`src/common/cgi_pkg.sv`:
```
// Constants, register map and carrier types for the clock generator interrupt logic.
// Assumes a single system clock domain; all register accesses are synchronous to it.
package cgi_pkg;

  // Register offsets (byte addresses on the internal register port)
  localparam logic [7:0] ADDR_LIVE = 8'h0d;
  localparam logic [7:0] ADDR_MASK = 8'h0e;
  localparam logic [7:0] ADDR_POL  = 8'h0f;
  localparam logic [7:0] ADDR_FLAG = 8'h10;
  localparam logic [7:0] ADDR_CTL  = 8'h11;
  localparam logic [7:0] ADDR_REF  = 8'h12;

  // Control register field positions
  localparam int CTL_EN_BIT  = 0;
  localparam int CTL_AND_BIT = 1;

  // Reference status field positions
  localparam int REF_ALT_RISE_BIT  = 7;
  localparam int REF_ALT_FALL_BIT  = 6;
  localparam int REF_MAIN_RISE_BIT = 5;
  localparam int REF_MAIN_FALL_BIT = 4;

  // Reset values
  localparam logic [7:0] RST_LIVE = 8'h00;
  localparam logic [7:0] RST_MASK = 8'h00;
  localparam logic [7:0] RST_POL  = 8'h00;
  localparam logic [7:0] RST_FLAG = 8'h00;
  localparam logic [1:0] RST_CTL  = 2'h0;
  localparam logic [3:0] RST_REF  = 4'h0;
  localparam logic [7:0] RD_NONE  = 8'h00;

  // Interrupt sources, bit 7 first
  typedef struct packed {
    logic pll_a_lock_lost;
    logic pll_a_signal_lost;
    logic pll_a_calibrating;
    logic pll_b_lock_lost;
    logic pll_b_signal_lost;
    logic pll_b_calibrating;
    logic pll_a_ref_switch_back;
    logic pll_b_ref_switch_back;
  } cgi_src_t;

  // Slew-rate detector indications, in register order bit 7 down to bit 4
  typedef struct packed {
    logic alt_ref_rise_ok;
    logic alt_ref_fall_ok;
    logic main_ref_rise_ok;
    logic main_ref_fall_ok;
  } cgi_ref_t;

  // One register port request per cycle
  typedef struct packed {
    logic [7:0] addr;
    logic       wr;
    logic [7:0] wdata;
  } cgi_reg_req_t;

endpackage : cgi_pkg

```
`src/rtl/cgi_top.sv`:
```
// Interrupt logic of a dual-PLL clock generator: edge flags, mask, combine and status output.
// Assumes a synchronous single-cycle register port and sources synchronous to i_sys_clk.
//
// Functional notes
// - Polarity bit 1: rising edge of a source sets its sticky flag.
// - Polarity bit 0: falling edge of a source sets its sticky flag.
// - Polarity and flag bits ordered PLL A lock, signal, cal, PLL B same, switches.
// - Flags are only set while the interrupt enable bit is 1.
// - Combine bit 1: interrupt only when all unmasked flags are active.
// - Combine bit 0: interrupt when any unmasked flag is active.
// - Enable bit 0: no interrupt is signalled on the status output.
// - Live status tracks source levels regardless of the enable bit.
// - Alternate reference rise and fall valid read as bits 7 and 6.
// - Main reference rise and fall valid read as bits 5 and 4.
// - A mask bit of 1 keeps its flag out of the interrupt.
// - Live status shows present level of each source in flag bit order.
module cgi_top (
  input  wire logic                 i_sys_clk,
  input  wire logic                 i_rst_n,
  input  wire cgi_pkg::cgi_src_t    i_src,
  input  wire cgi_pkg::cgi_ref_t    i_ref,
  input  wire cgi_pkg::cgi_reg_req_t i_reg,
  output logic [7:0]                o_reg_rdata,
  output logic                      o_status_irq
);

  logic       rst_meta_n;
  logic       rst_n;

  always_ff @(posedge i_sys_clk or negedge i_rst_n) begin
    if (!i_rst_n) begin
      rst_meta_n <= 1'b0;
      rst_n      <= 1'b0;
    end else begin
      rst_meta_n <= 1'b1;
      rst_n      <= rst_meta_n;
    end
  end

  function automatic logic reg_hit(input cgi_pkg::cgi_reg_req_t req, input logic [7:0] addr);
    reg_hit = req.wr && (req.addr == addr);
  endfunction : reg_hit

  logic [7:0] live;
  logic [7:0] rise;
  logic [7:0] fall;
  logic [7:0] pol;
  logic [7:0] mask;
  logic [7:0] flag;
  logic [1:0] ctl;
  logic [3:0] ref_stat;
  logic       combined_req;

  cgi_edge_detect u_edge (
    .i_sys_clk (i_sys_clk),
    .i_rst_n   (rst_n),
    .i_src     (i_src),
    .o_live    (live),
    .o_rise    (rise),
    .o_fall    (fall)
  );

  wire       ctl_en   = ctl[cgi_pkg::CTL_EN_BIT];
  wire       ctl_and  = ctl[cgi_pkg::CTL_AND_BIT];
  wire       wr_pol   = reg_hit(i_reg, cgi_pkg::ADDR_POL);
  wire       wr_mask  = reg_hit(i_reg, cgi_pkg::ADDR_MASK);
  wire       wr_flag  = reg_hit(i_reg, cgi_pkg::ADDR_FLAG);
  wire       wr_ctl   = reg_hit(i_reg, cgi_pkg::ADDR_CTL);
  // Per-bit edge selection; same bit order as the live register
  wire [7:0] edge_hit = (rise & pol) | (fall & ~pol);
  wire [7:0] keep     = wr_flag ? i_reg.wdata : 8'hff;
  // Set wins over a clear in the same cycle so no event is lost
  wire [7:0] set_bits = ctl_en ? edge_hit : 8'h00;
  wire [7:0] next_flag = (flag & keep) | set_bits;
  wire [1:0] next_ctl  = wr_ctl ? i_reg.wdata[1:0] : ctl;
  wire [3:0] next_ref  = i_ref;

  always_ff @(posedge i_sys_clk or negedge rst_n) begin
    if (!rst_n) begin
      pol  <= cgi_pkg::RST_POL;
      mask <= cgi_pkg::RST_MASK;
      flag <= cgi_pkg::RST_FLAG;
      ctl  <= cgi_pkg::RST_CTL;
    end else begin
      if (wr_pol) begin
        pol <= i_reg.wdata;
      end
      if (wr_mask) begin
        mask <= i_reg.wdata;
      end
      flag <= next_flag;
      ctl  <= next_ctl;
    end
  end

  always_ff @(posedge i_sys_clk or negedge rst_n) begin
    if (!rst_n) begin
      ref_stat <= cgi_pkg::RST_REF;
    end else begin
      ref_stat <= next_ref;
    end
  end

  cgi_combine u_combine (
    .i_flag    (flag),
    .i_mask    (mask),
    .i_and_sel (ctl_and),
    .i_en      (ctl_en),
    .o_req     (combined_req)
  );

  // Read decode; unmapped addresses read zero
  wire [7:0] rd_ctl = {6'h00, ctl};
  wire [7:0] rd_ref = {ref_stat, 4'h0};
  wire [7:0] next_rdata =
    (i_reg.addr == cgi_pkg::ADDR_LIVE) ? live :
    (i_reg.addr == cgi_pkg::ADDR_MASK) ? mask :
    (i_reg.addr == cgi_pkg::ADDR_POL)  ? pol  :
    (i_reg.addr == cgi_pkg::ADDR_FLAG) ? flag :
    (i_reg.addr == cgi_pkg::ADDR_CTL)  ? rd_ctl :
    (i_reg.addr == cgi_pkg::ADDR_REF)  ? rd_ref : cgi_pkg::RD_NONE;

  always_ff @(posedge i_sys_clk or negedge rst_n) begin
    if (!rst_n) begin
      o_reg_rdata  <= cgi_pkg::RD_NONE;
      o_status_irq <= 1'b0;
    end else begin
      o_reg_rdata  <= next_rdata;
      o_status_irq <= combined_req;
    end
  end
endmodule : cgi_top

```
`src/rtl/cgi_edge_detect.sv`:
```
// Samples the live sources and finds rising and falling edges per source.
// Assumes sources are synchronous to the system clock.
module cgi_edge_detect (
  input  wire logic            i_sys_clk,
  input  wire logic            i_rst_n,
  input  wire cgi_pkg::cgi_src_t i_src,
  output logic [7:0]           o_live,
  output logic [7:0]           o_rise,
  output logic [7:0]           o_fall
);

  logic [7:0] live;
  logic [7:0] prev;

  always_ff @(posedge i_sys_clk or negedge i_rst_n) begin
    if (!i_rst_n) begin
      live <= cgi_pkg::RST_LIVE;
      prev <= cgi_pkg::RST_LIVE;
    end else begin
      live <= i_src;
      prev <= live;
    end
  end

  genvar g;
  generate
    for (g = 0; g < 8; g++) begin : g_bit
      assign o_rise[g] = live[g] & ~prev[g];
      assign o_fall[g] = ~live[g] & prev[g];
    end
  endgenerate

  assign o_live = live;

endmodule : cgi_edge_detect

```
`src/rtl/cgi_combine.sv`:
```
// Combines unmasked flags by AND or OR into one interrupt request.
// Assumes flags and mask are registered upstream.
module cgi_combine (
  input  wire logic [7:0] i_flag,
  input  wire logic [7:0] i_mask,
  input  wire logic       i_and_sel,
  input  wire logic       i_en,
  output logic            o_req
);

  logic [7:0] active;
  logic       any_unmasked;
  logic       or_req;
  logic       and_req;

  assign active       = i_flag & ~i_mask;
  assign any_unmasked = |(~i_mask);
  assign or_req       = |active;
  // All sources masked gives no interrupt rather than an always-true AND
  assign and_req      = (&(i_flag | i_mask)) & any_unmasked;
  assign o_req        = i_en & (i_and_sel ? and_req : or_req);

endmodule : cgi_combine

```
`config.mk`:
```
export PLATFORM = sky130hd
export DESIGN_NAME = cgi_top
export DESIGN_NICKNAME = d
export VERILOG_FILES = /design/src/common/cgi_pkg.sv /design/src/rtl/cgi_top.sv /design/src/rtl/cgi_edge_detect.sv /design/src/rtl/cgi_combine.sv
export SDC_FILE = /design/constraint.sdc
export NUM_CORES = 1
export LEC_CHECK = 0
export BUFFER_PORTS_ARGS = -buffer_cell sky130_fd_sc_hd__buf_2
export CORE_UTILIZATION = 55
export CTS_CLUSTER_DIAMETER = 100
export DETAILED_ROUTE_END_ITERATION = 10
export MAX_ROUTING_LAYER = met4
export PLACE_DENSITY_LB_ADDON = 0.08
export SYNTH_ARGS = -nofsm -noshare
export SYNTH_HDL_FRONTEND = slang
export SYNTH_SLANG_ARGS = --single-unit
```
`constraint.sdc`:
```
create_clock -name i_sys_clk -period 2.6 [get_ports i_sys_clk]
set_clock_uncertainty 0.1 [all_clocks]
set_input_delay 0.65 -clock i_sys_clk [delete_from_list [all_inputs] [get_ports i_sys_clk]]
set_output_delay 0.65 -clock i_sys_clk [all_outputs]
set_load 0.02 [all_outputs]
```
==> results_dict.tcl, run 1 <==
set metrics [dict create \
    ir_drop_uv 332.1 \
    cts_buffer_depth 2 \
    final_util_pct 68.45 \
    timing.setup.tns_ns 0 \
    die_h_um 69.52 \
    clk_transition_reported_paths_ns 0.06 \
    remaining_drc_errors 0 \
    p_int_w 0.001626 \
    holdWs_ns 0.2548 \
    cts_tree "done" \
    cp-startpoint "i_reg[9]" \
    fin_cells 319 \
    hp-class "flop to flop" \
    ys_top_cells_by_count "dfrtp_1 (57), o21ai_0 (23), mux2_2 (22)" \
    ys_ff_latch 57 \
    crit_arrival_ns 2.09 \
    fin_crit_sh_pct 76.52 \
    power_switching_w 0.0004534 \
    synthArstFlopShare_pct 100.0 \
    via_per_inst 5.884 \
    synthesis.area_um2 2507 \
    die_w_um 69.52 \
    layout-drive-gt1-share_pct 34.08 \
    fin_nets 293 \
    cts_setup_buffers 0 \
    r2r_slack_ns 1.15 \
    crit_required_ns 2.70 \
    p_comb_share_pct 6.9 \
    antenna_found_initial 0 \
    yosysWarnings 0 \
    avgSynthCellArea_um2 11.72 \
    synthesis.nets 245 \
    p_leak_nw 1.375 \
    synth_area_leaders "dfrtp_1 (57%), mux2_2 (9.9%), o21ai_0 (4.6%), a21oi_1 (2.8%), nor2_1 (2.2%)" \
    yosys.area.top_type_share_pct 56.89 \
    ant_nets 0 \
    clock_sinks 57 \
    grt_overflow 0 \
    ctsResizeCount 0 \
    critPathCaptureType "flop" \
    insertion_delay_ns 0.33 \
    drtPass1Iterations 4 \
    fmax_mhz 502.6 \
    grt_setup_unrepaired "no" \
    ys_types 44 \
    crit_top_cell "o21ai_0" \
    worst_pin_slew_ns 0.6709 \
    seqPwrFrac_pct 46.2 \
    synth_edf_count 0 \
    status "completed" \
    crit_slowest_cell "nor4b_4" \
    dp_hpwl_um 3651 \
    yosysSeqAreaShare_pct 56.89 \
    netSwitchingFraction_pct 21.80 \
    p_clk_share_pct 46.9 \
    hold_path_startpoint "rst_meta_n" \
    syn_to_final_growth_pct 18.86 \
    htreeDepth 3 \
    min_period_ns 1.990 \
    max_stage_delay_ns 0.41 \
    drtIter0Drc 183 \
    synth_top_cell_by_area "dfrtp_1" \
    post-synth-top-count-cell "dfrtp_1" \
    gp_congestion 0.8407 \
    synth_ff_type "dfrtp_1" \
    grt_first_pass_wirelength_um 8956 \
    core_region_area_um2 4354 \
    dieArea_um2 4833 \
    startpoint_type "input pin" \
    finalHoldViolCount 0 \
    io_pins 40 \
    n_antenna_cell 0 \
    power_density_nw_per_um2 697.9 \
    setup_viol 0 \
    drt-total-wl_um 5340 \
    place_inst 302 \
    slew_headroom_pct 55.27 \
    vias 1877 \
    cp_cell_sequence "buf_2, nor4b_4, nand4b_1, o21ai_0, o21ai_0" \
    synthCells 214 \
    final_max_slew_viol_count 0 \
    track_usage_pct 25.59 \
    cts_root_buffer "clkbuf_8" \
    grt_max_degree 56 \
    cap_viol_max_count 0 \
    wl_per_cell_um 16.74 \
    start_util_pct 57.59 \
    portBuffers 39 \
    rows 24 \
    path_max_fanout 17 \
    cts_buffers 9 \
    crit_type "input pin to flop" \
    grt_pass1_vias 1858 \
    reg2reg_from "mask[3]" \
]
[cells in the final DEF, fill, tap and decap left out, drive strengths merged, types with 3 or more instances in the layout]
master	n
inv	12
buf	40
nor3	4
o21ai	23
a21oi	14
clkbuf	11
nor2	16
nand2	14
mux2	22
nand2b	4
a22o	4
a222oi	3
bufinv	3
nor4b	3
dfrtp	57
o22ai	6
[final timing paths]
kind                                end  depth (start not counted)
setup reg to reg           o_status_irq                          4
min in group asynchronous        pol[1]                          1
hold reg to reg                   rst_n                          0
max in group asynchronous       mask[5]                          1
setup / recovery                flag[0]                          5
hold / removal                    rst_n                          0
[power by group through the flow]
stage | clock network (W) | registers, W | logic [W]
final | 0.000975 | 0.000960 | 0.000144
after global routing | 0.00103 | 0.000965 | 0.000164
after global placement | 0 | 0.000976 | 0.000141
after floorplan | 0 | 0.000979 | 0.0000803
after CTS | 0.000994 | 0.000960 | 0.000146
after detailed placement | 0 | 0.000976 | 0.000143
[critical path: cells and delay by family]
family | cells | cell delay [ns]
AOI/OAI and AO/OA | 2 | 0.39
buffers and inverters | 1 | 0.23
and+or+nand+nor | 2 | 0.82
[through the flow]
step	setup WS [ns]	area [µm²]	total power, W
after CTS	0.6280	2980	0.002100
after floorplan	0.7956	2507	0.001059
after global routing	0.4376	2980	0.002162
after global placement	0.3624	2735	0.001117
final	0.6104	2980	0.002080
after detailed placement	0.2735	2735	0.001120
[timing repair]
action	CTS	global route
hold buffers	1	0
endpoints found under the hold margin	2	0
setup endpoints to repair	0	0
[registers in the layout, summed over array words and instances (netlist names)]
register,cells
flag,8
mask,8
o_reg_rdata,8
pol,8
u_edge.o_live,8
u_edge.prev,8
ref_stat,4
ctl,2
o_status_irq,1
rst_meta_n,1
rst_n,1
[cell families (layout without fill, tap and decap cells)]
| logic type | after synthesis | count (layout) | synth area share [%] |
|---|---|---|---|
| multiplexers | 23 | 23 | 10.28 |
| AND/OR/NAND/NOR | 55 | 55 | 13.52 |
| AO/OA/AOI/OAI | 62 | 62 | 15.72 |
| flip-flops | 57 | 57 | 56.89 |
| buffers and inverters | 16 | 69 | 3.443 |
| other | 1 | 1 | 0.1496 |
[layout make-up]
cell class | instances | area, µm²
clock buffers | 11 | 131.4
clock inverters | 5 | 103.9
fillers | 339 | 1374
inverters | 12 | 45.04
multi-input cells | 141 | 994.7
flip-flops and latches | 57 | 1428
well taps | 52 | 65.06
repair buffers | 41 | 212.7
[routing by layer]
layer  GRT usage (%)  vias up  share of wire, %
li1                -      878                 -
met1           34.88      916                45
met2           35.92       70                45
met3           7.558       13               7.8
met4           10.66        0               2.1
met5               -        -                 0
No activity file was read; power rests on OpenSTA's default activity.
==> run 2, diff against run 1 <==
--- a/config.mk
+++ b/config.mk
@@ -6,7 +6,7 @@
 export NUM_CORES = 1
 export LEC_CHECK = 0
 export BUFFER_PORTS_ARGS = -buffer_cell sky130_fd_sc_hd__buf_2
-export CORE_UTILIZATION = 55
+export CORE_UTILIZATION = 50
 export CTS_CLUSTER_DIAMETER = 100
 export DETAILED_ROUTE_END_ITERATION = 10
 export MAX_ROUTING_LAYER = met4
==> constraint.sdc (replaced) <==
create_clock -name i_sys_clk -period 1.6 [get_ports i_sys_clk]
set_clock_uncertainty 0.1 [all_clocks]
set_input_delay 0.4 -clock i_sys_clk [delete_from_list [all_inputs] [get_ports i_sys_clk]]
set_output_delay 0.4 -clock i_sys_clk [all_outputs]
set_load 0.02 [all_outputs]
==> run 2 against run 1 <==
Net effect: critical path depth decreased by 1; worst setup slack got worse by 0.49 ns; final cell count increased by 13%; via count increased by 7.9%; sequential power increased by 64%.
==> results_dict.tcl, run 2 (synthesized netlist as in run 1, its figures left out) <==
set metrics [dict create \
    timing.setup.tns_ns 0 \
    die_h_um 72.82 \
    via_per_inst 5.609 \
    fin_cells 361 \
    cts_tree "done" \
    ir_drop_uv 805.0 \
    ctsResizeCount 0 \
    finalHoldViolCount 0 \
    final_common_cell "dfrtp_1" \
    io_pins 40 \
    cts_buffer_depth 2 \
    cp_cell_sequence "inv_1, a22o_1, a2111oi_0, a221oi_1" \
    antenna_found_initial 0 \
    wl_per_cell_um 15.96 \
    pre_cts_ws_ns -0.1528 \
    place_inst 344 \
    fmax_mhz 677.5 \
    clock_sinks 57 \
    min_period_ns 1.476 \
    fillers 394 \
    max_stage_delay_ns 0.40 \
    remaining_drc_errors 0 \
    reg2reg_depth 4 \
    htreeDepth 3 \
    drtIter0Drc 110 \
    crit_slowest_cell "dfrtp_1" \
    crit_type "flop to flop" \
    r2r_slack_ns 0.12 \
    hold_depth 1 \
    dieArea_um2 5302 \
    start_util_pct 52.39 \
    cts_buffers 9 \
    path_max_fanout 4 \
    grt_setup_unrepaired "no" \
    crit_arrival_ns 1.56 \
    status "completed" \
    grt_max_degree 23 \
    cp-startpoint "mask[3]" \
    n_antenna_cell 0 \
    hp-class "input pin to flop" \
    layout-drive-gt1-share_pct 40.48 \
    rows 25 \
    cts_root_buffer "clkbuf_8" \
    dp_hpwl_um 4230 \
    final_max_slew_viol_count 0 \
    final_util_pct 67.29 \
    critPathCaptureType "flop" \
    critPathCapture "o_status_irq" \
    die_w_um 72.82 \
    grt_overflow 0 \
    worst_slack_ns 0.1239 \
    fin_crit_sh_pct 92.26 \
    mostFrequentLayoutCells "dfrtp_1 (56), buf_2 (39), buf_4 (26)" \
    startpoint_type "flop" \
    grt_first_pass_wirelength_um 9549 \
    grt_pass1_vias 1923 \
    setup_viol 0 \
    power_density_nw_per_um2 1044 \
    clk_transition_reported_paths_ns 0.07 \
    gp_congestion 0.9002 \
    p_leak_nw 1.515 \
    fin_nets 320 \
    vias 2025 \
    ant_nets 0 \
    track_usage_pct 26.43 \
    reg2reg_from "mask[3]" \
    r2r_end "o_status_irq" \
    drt-total-wl_um 5762 \
    portBuffers 39 \
    holdWs_ns 0.06629 \
    cap_viol_max_count 0 \
    insertion_delay_ns 0.34 \
    core_region_area_um2 4786 \
    cts_setup_buffers 0 \
    syn_to_final_growth_pct 28.44 \
    drtPass1Iterations 4 \
    crit_required_ns 1.68 \
]
-- run 2: changes by cell type in the layout (fill, tap and decap cells not counted) --
cell       delta
inv_6         +1
buf_4        +25
clkbuf_1      -1
bufinv_16     -1
clkinv_4      -1
buf_12        +2
clkbuf_8      +2
-- run 2: cell type report --
class	count	area [µm²]	share of cell area, %
Tap cell	67	83.83	2.603
Clock buffer	12	155.1	4.817
Timing Repair Buffer	68	440.4	13.68
Inverter	12	45.04	1.399
Multi-Input combinational cell	141	994.7	30.89
Clock inverter	4	73.82	2.292
Sequential cell	57	1428	44.33
-- run 2: timing repair --
item,4_1_cts,5_1_grt
endpoints found under the hold margin,2,0
endpoints found under the setup margin,0,0
hold buffers,1,0
-- run 2: metal layers --
layer / GRT usage (%) / vias to the layer above / wire (µm)
met5: - / - / 0
met4: 13.94 / 0 / 106
met3: 9.530 / 13 / 389
met2: 36.97 / 85 / 2679
met1: 33.64 / 991 / 2586
li1: - / 936 / -
-- run 2: power by group --
| part | leakage [nW] | internal, W | switching (W) |
|---|---|---|---|
| Combinational | 0.698 | 0.000136 | 0.000135 |
| Sequential | 0.701 | 0.00150 | 0.0000639 |
| Clock | 0.117 | 0.000965 | 0.000558 |
| Total | 1.52 | 0.00260 | 0.000758 |
-- run 2: worst min path at each step --
stage                     startpoint               end  slack (ns)
after CTS                   i_src[6]  u_edge.o_live[6]        0.05
after floorplan              i_rst_n        rst_meta_n       0.004
after detailed placement     i_rst_n        rst_meta_n        0.09
final                       i_src[1]  u_edge.o_live[1]        0.07
after global placement       i_rst_n        rst_meta_n        0.08
after global routing        i_ref[0]       ref_stat[0]        0.04
-- run 2: critical path: cells and delay by family (launching register included) --
family                 cells  cell delay (ns)
AOI/OAI and AO/OA          3             0.75
buffers and inverters      1             0.07
DFF                        1             0.40
-- run 2: stage by stage --
step	total power, W	instance area (µm²)
after floorplan	0.001721	2509
after global placement	0.001856	2982
after detailed placement	0.001861	2982
after CTS	0.003403	3221
after global routing	0.003503	3221
final	0.003362	3221
==> run 3, diff against run 2 <==
--- a/config.mk
+++ b/config.mk
@@ -11,6 +11,7 @@
 export DETAILED_ROUTE_END_ITERATION = 10
 export MAX_ROUTING_LAYER = met4
 export PLACE_DENSITY_LB_ADDON = 0.08
+export SETUP_SLACK_MARGIN = 0.15
 export SYNTH_ARGS = -nofsm -noshare
 export SYNTH_HDL_FRONTEND = slang
 export SYNTH_SLANG_ARGS = --single-unit
==> run 3 against run 2 <==
Net effect: first-iteration DRC count rose by 9.1%; maximum frequency grew 6.0%; routed wire length down 6.0%; critical endpoint is now o_reg_rdata[4]; highest routed layer unchanged.
==> results_dict.tcl, run 3 (synthesized netlist as in run 1, its figures left out) <==
set metrics [dict create \
    status "completed" \
    finalHoldViolCount 0 \
    die_w_um 72.82 \
    htreeDepth 3 \
    fmax_mhz 717.9 \
    final_common_cell "dfrtp_1" \
    cap_viol_max_count 0 \
    io_pins 40 \
    track_usage_pct 23.94 \
    place_area_um2 2924 \
    critPathCaptureType "flop" \
    clk_transition_reported_paths_ns 0.06 \
    clock_sinks 57 \
    grt_first_pass_wirelength_um 8866 \
    grt_overflow 0 \
    reg2reg_from "mask[3]" \
    cp_cell_sequence "buf_2, or3_4, nor3b_4, buf_4, a221o_2" \
    dieArea_um2 5302 \
    crit_type "input pin to flop" \
    hp-class "flop to async pin" \
    crit_required_ns 1.77 \
    drtPass1Iterations 4 \
    ir_drop_uv 676.0 \
    core_region_area_um2 4786 \
    stdcell_area_um2 3176 \
    ant_nets 0 \
    reg2reg_depth 4 \
    power_density_nw_per_um2 976.1 \
    holdWs_ns 0.02294 \
    cp-startpoint "i_reg[14]" \
    cp_num_buf_inv 2 \
    rows 25 \
    portBuffers 39 \
    crit_family "simple AND/OR/NAND/NOR gates" \
    r2r_end "o_status_irq" \
    layout-drive-gt1-share_pct 40.48 \
    cts_buffer_depth 2 \
    final_max_slew_viol_count 0 \
    cts_buffers 9 \
    grt_max_degree 47 \
    cts_tree "done" \
    gp_congestion 0.9573 \
    vias 1927 \
    timing.setup.tns_ns 0 \
    mostFrequentLayoutCells "dfrtp_1 (56), buf_2 (39), mux2_2 (22), o21ai_0 (22), buf_4 (22)" \
    crit_slowest_cell "or3_4" \
    drtIter0Drc 120 \
    cp.depth 5 \
    r2r_slack_ns 0.22 \
    max_stage_delay_ns 0.43 \
    remaining_drc_errors 0 \
    fin_nets 315 \
    start_util_pct 52.39 \
    worst_slack_ns 0.2070 \
    min_period_ns 1.393 \
    drt-total-wl_um 5417 \
    syn_to_final_growth_pct 26.65 \
    die_h_um 72.82 \
    crit_arrival_ns 1.56 \
    cts_root_buffer "clkbuf_8" \
    path_max_fanout 5 \
    dp_hpwl_um 3952 \
    startpoint_type "input pin" \
    fin_cells 356 \
    grt_pass1_vias 1853 \
    pre_cts_ws_ns -0.09563 \
    n_antenna_cell 0 \
    critPathCapture "o_reg_rdata[4]" \
    antenna_found_initial 0 \
    via_per_inst 5.413 \
    setup_viol 0 \
    wl_per_cell_um 15.22 \
    place_inst 336 \
    fin_crit_sh_pct 87.07 \
    grt_setup_unrepaired "yes" \
    insertion_delay_ns 0.33 \
    p_leak_nw 1.468 \
]
-- run 3: layout make-up --
cell class	instances	area (µm²)
clock buffers	15	186.4
inverters	12	45.04
well taps	67	83.83
flip-flops and latches	57	1428
fillers	381	1610
multi-input cells	141	1035
clock inverters	1	7.507
repair buffers	63	390.4
-- run 3: worst register-to-register path, cell delays in order (launching register included) --
cell,delay [ns]
dfrtp_1,0.41
inv_1,0.07
a22o_1,0.26
a2111oi_4,0.28
a221oi_2,0.12
-- run 3: report_power, final --
part / switching [W] / internal, W
clock network: 0.000528 / 0.000733
logic: 0.000142 / 0.000134
registers: 0.0000579 / 0.00150
-- run 3: worst min-delay path by stage --
stage / end / slack (ns) / start
detailed placement: u_edge.prev[6] / 0.03 / rst_n
global route: u_edge.prev[6] / 0.05 / rst_n
finish: u_edge.prev[6] / 0.02 / rst_n
global placement: u_edge.o_live[2] / 0.03 / rst_n
floorplan: rst_meta_n / 0.004 / i_rst_n
CTS: u_edge.prev[6] / 0.03 / rst_n
-- run 3: stage by stage --
stage	utilization, %	power (W)
after floorplan	-	0.001726
after global placement	61.10	0.001852
after detailed placement	61.10	0.001855
after CTS	65.78	0.003128
after global routing	66.35	0.003249
final	66.35	0.003100
-- run 3: layer usage --
layer / part of all wire [%] / GRT usage (%) / up-vias / routed length [µm]
li1: - / - / 927 / -
met1: 47 / 31.67 / 938 / 2539
met2: 45 / 34.68 / 51 / 2462
met3: 5.5 / 6.492 / 11 / 299
met4: 2.1 / 10.46 / 0 / 114
met5: 0 / - / - / 0
-- run 3: what timing repair did --
| action | 4_1_cts | 5_1_grt |
|---|---|---|
| setup endpoints to repair | 1 | 2 |
| hold endpoints to repair | 2 | 0 |
| pin swaps | 1 | 1 |
| buffers inserted | 1 | 2 |
| hold buffers | 1 | 0 |
| resized for setup | 3 | 2 |
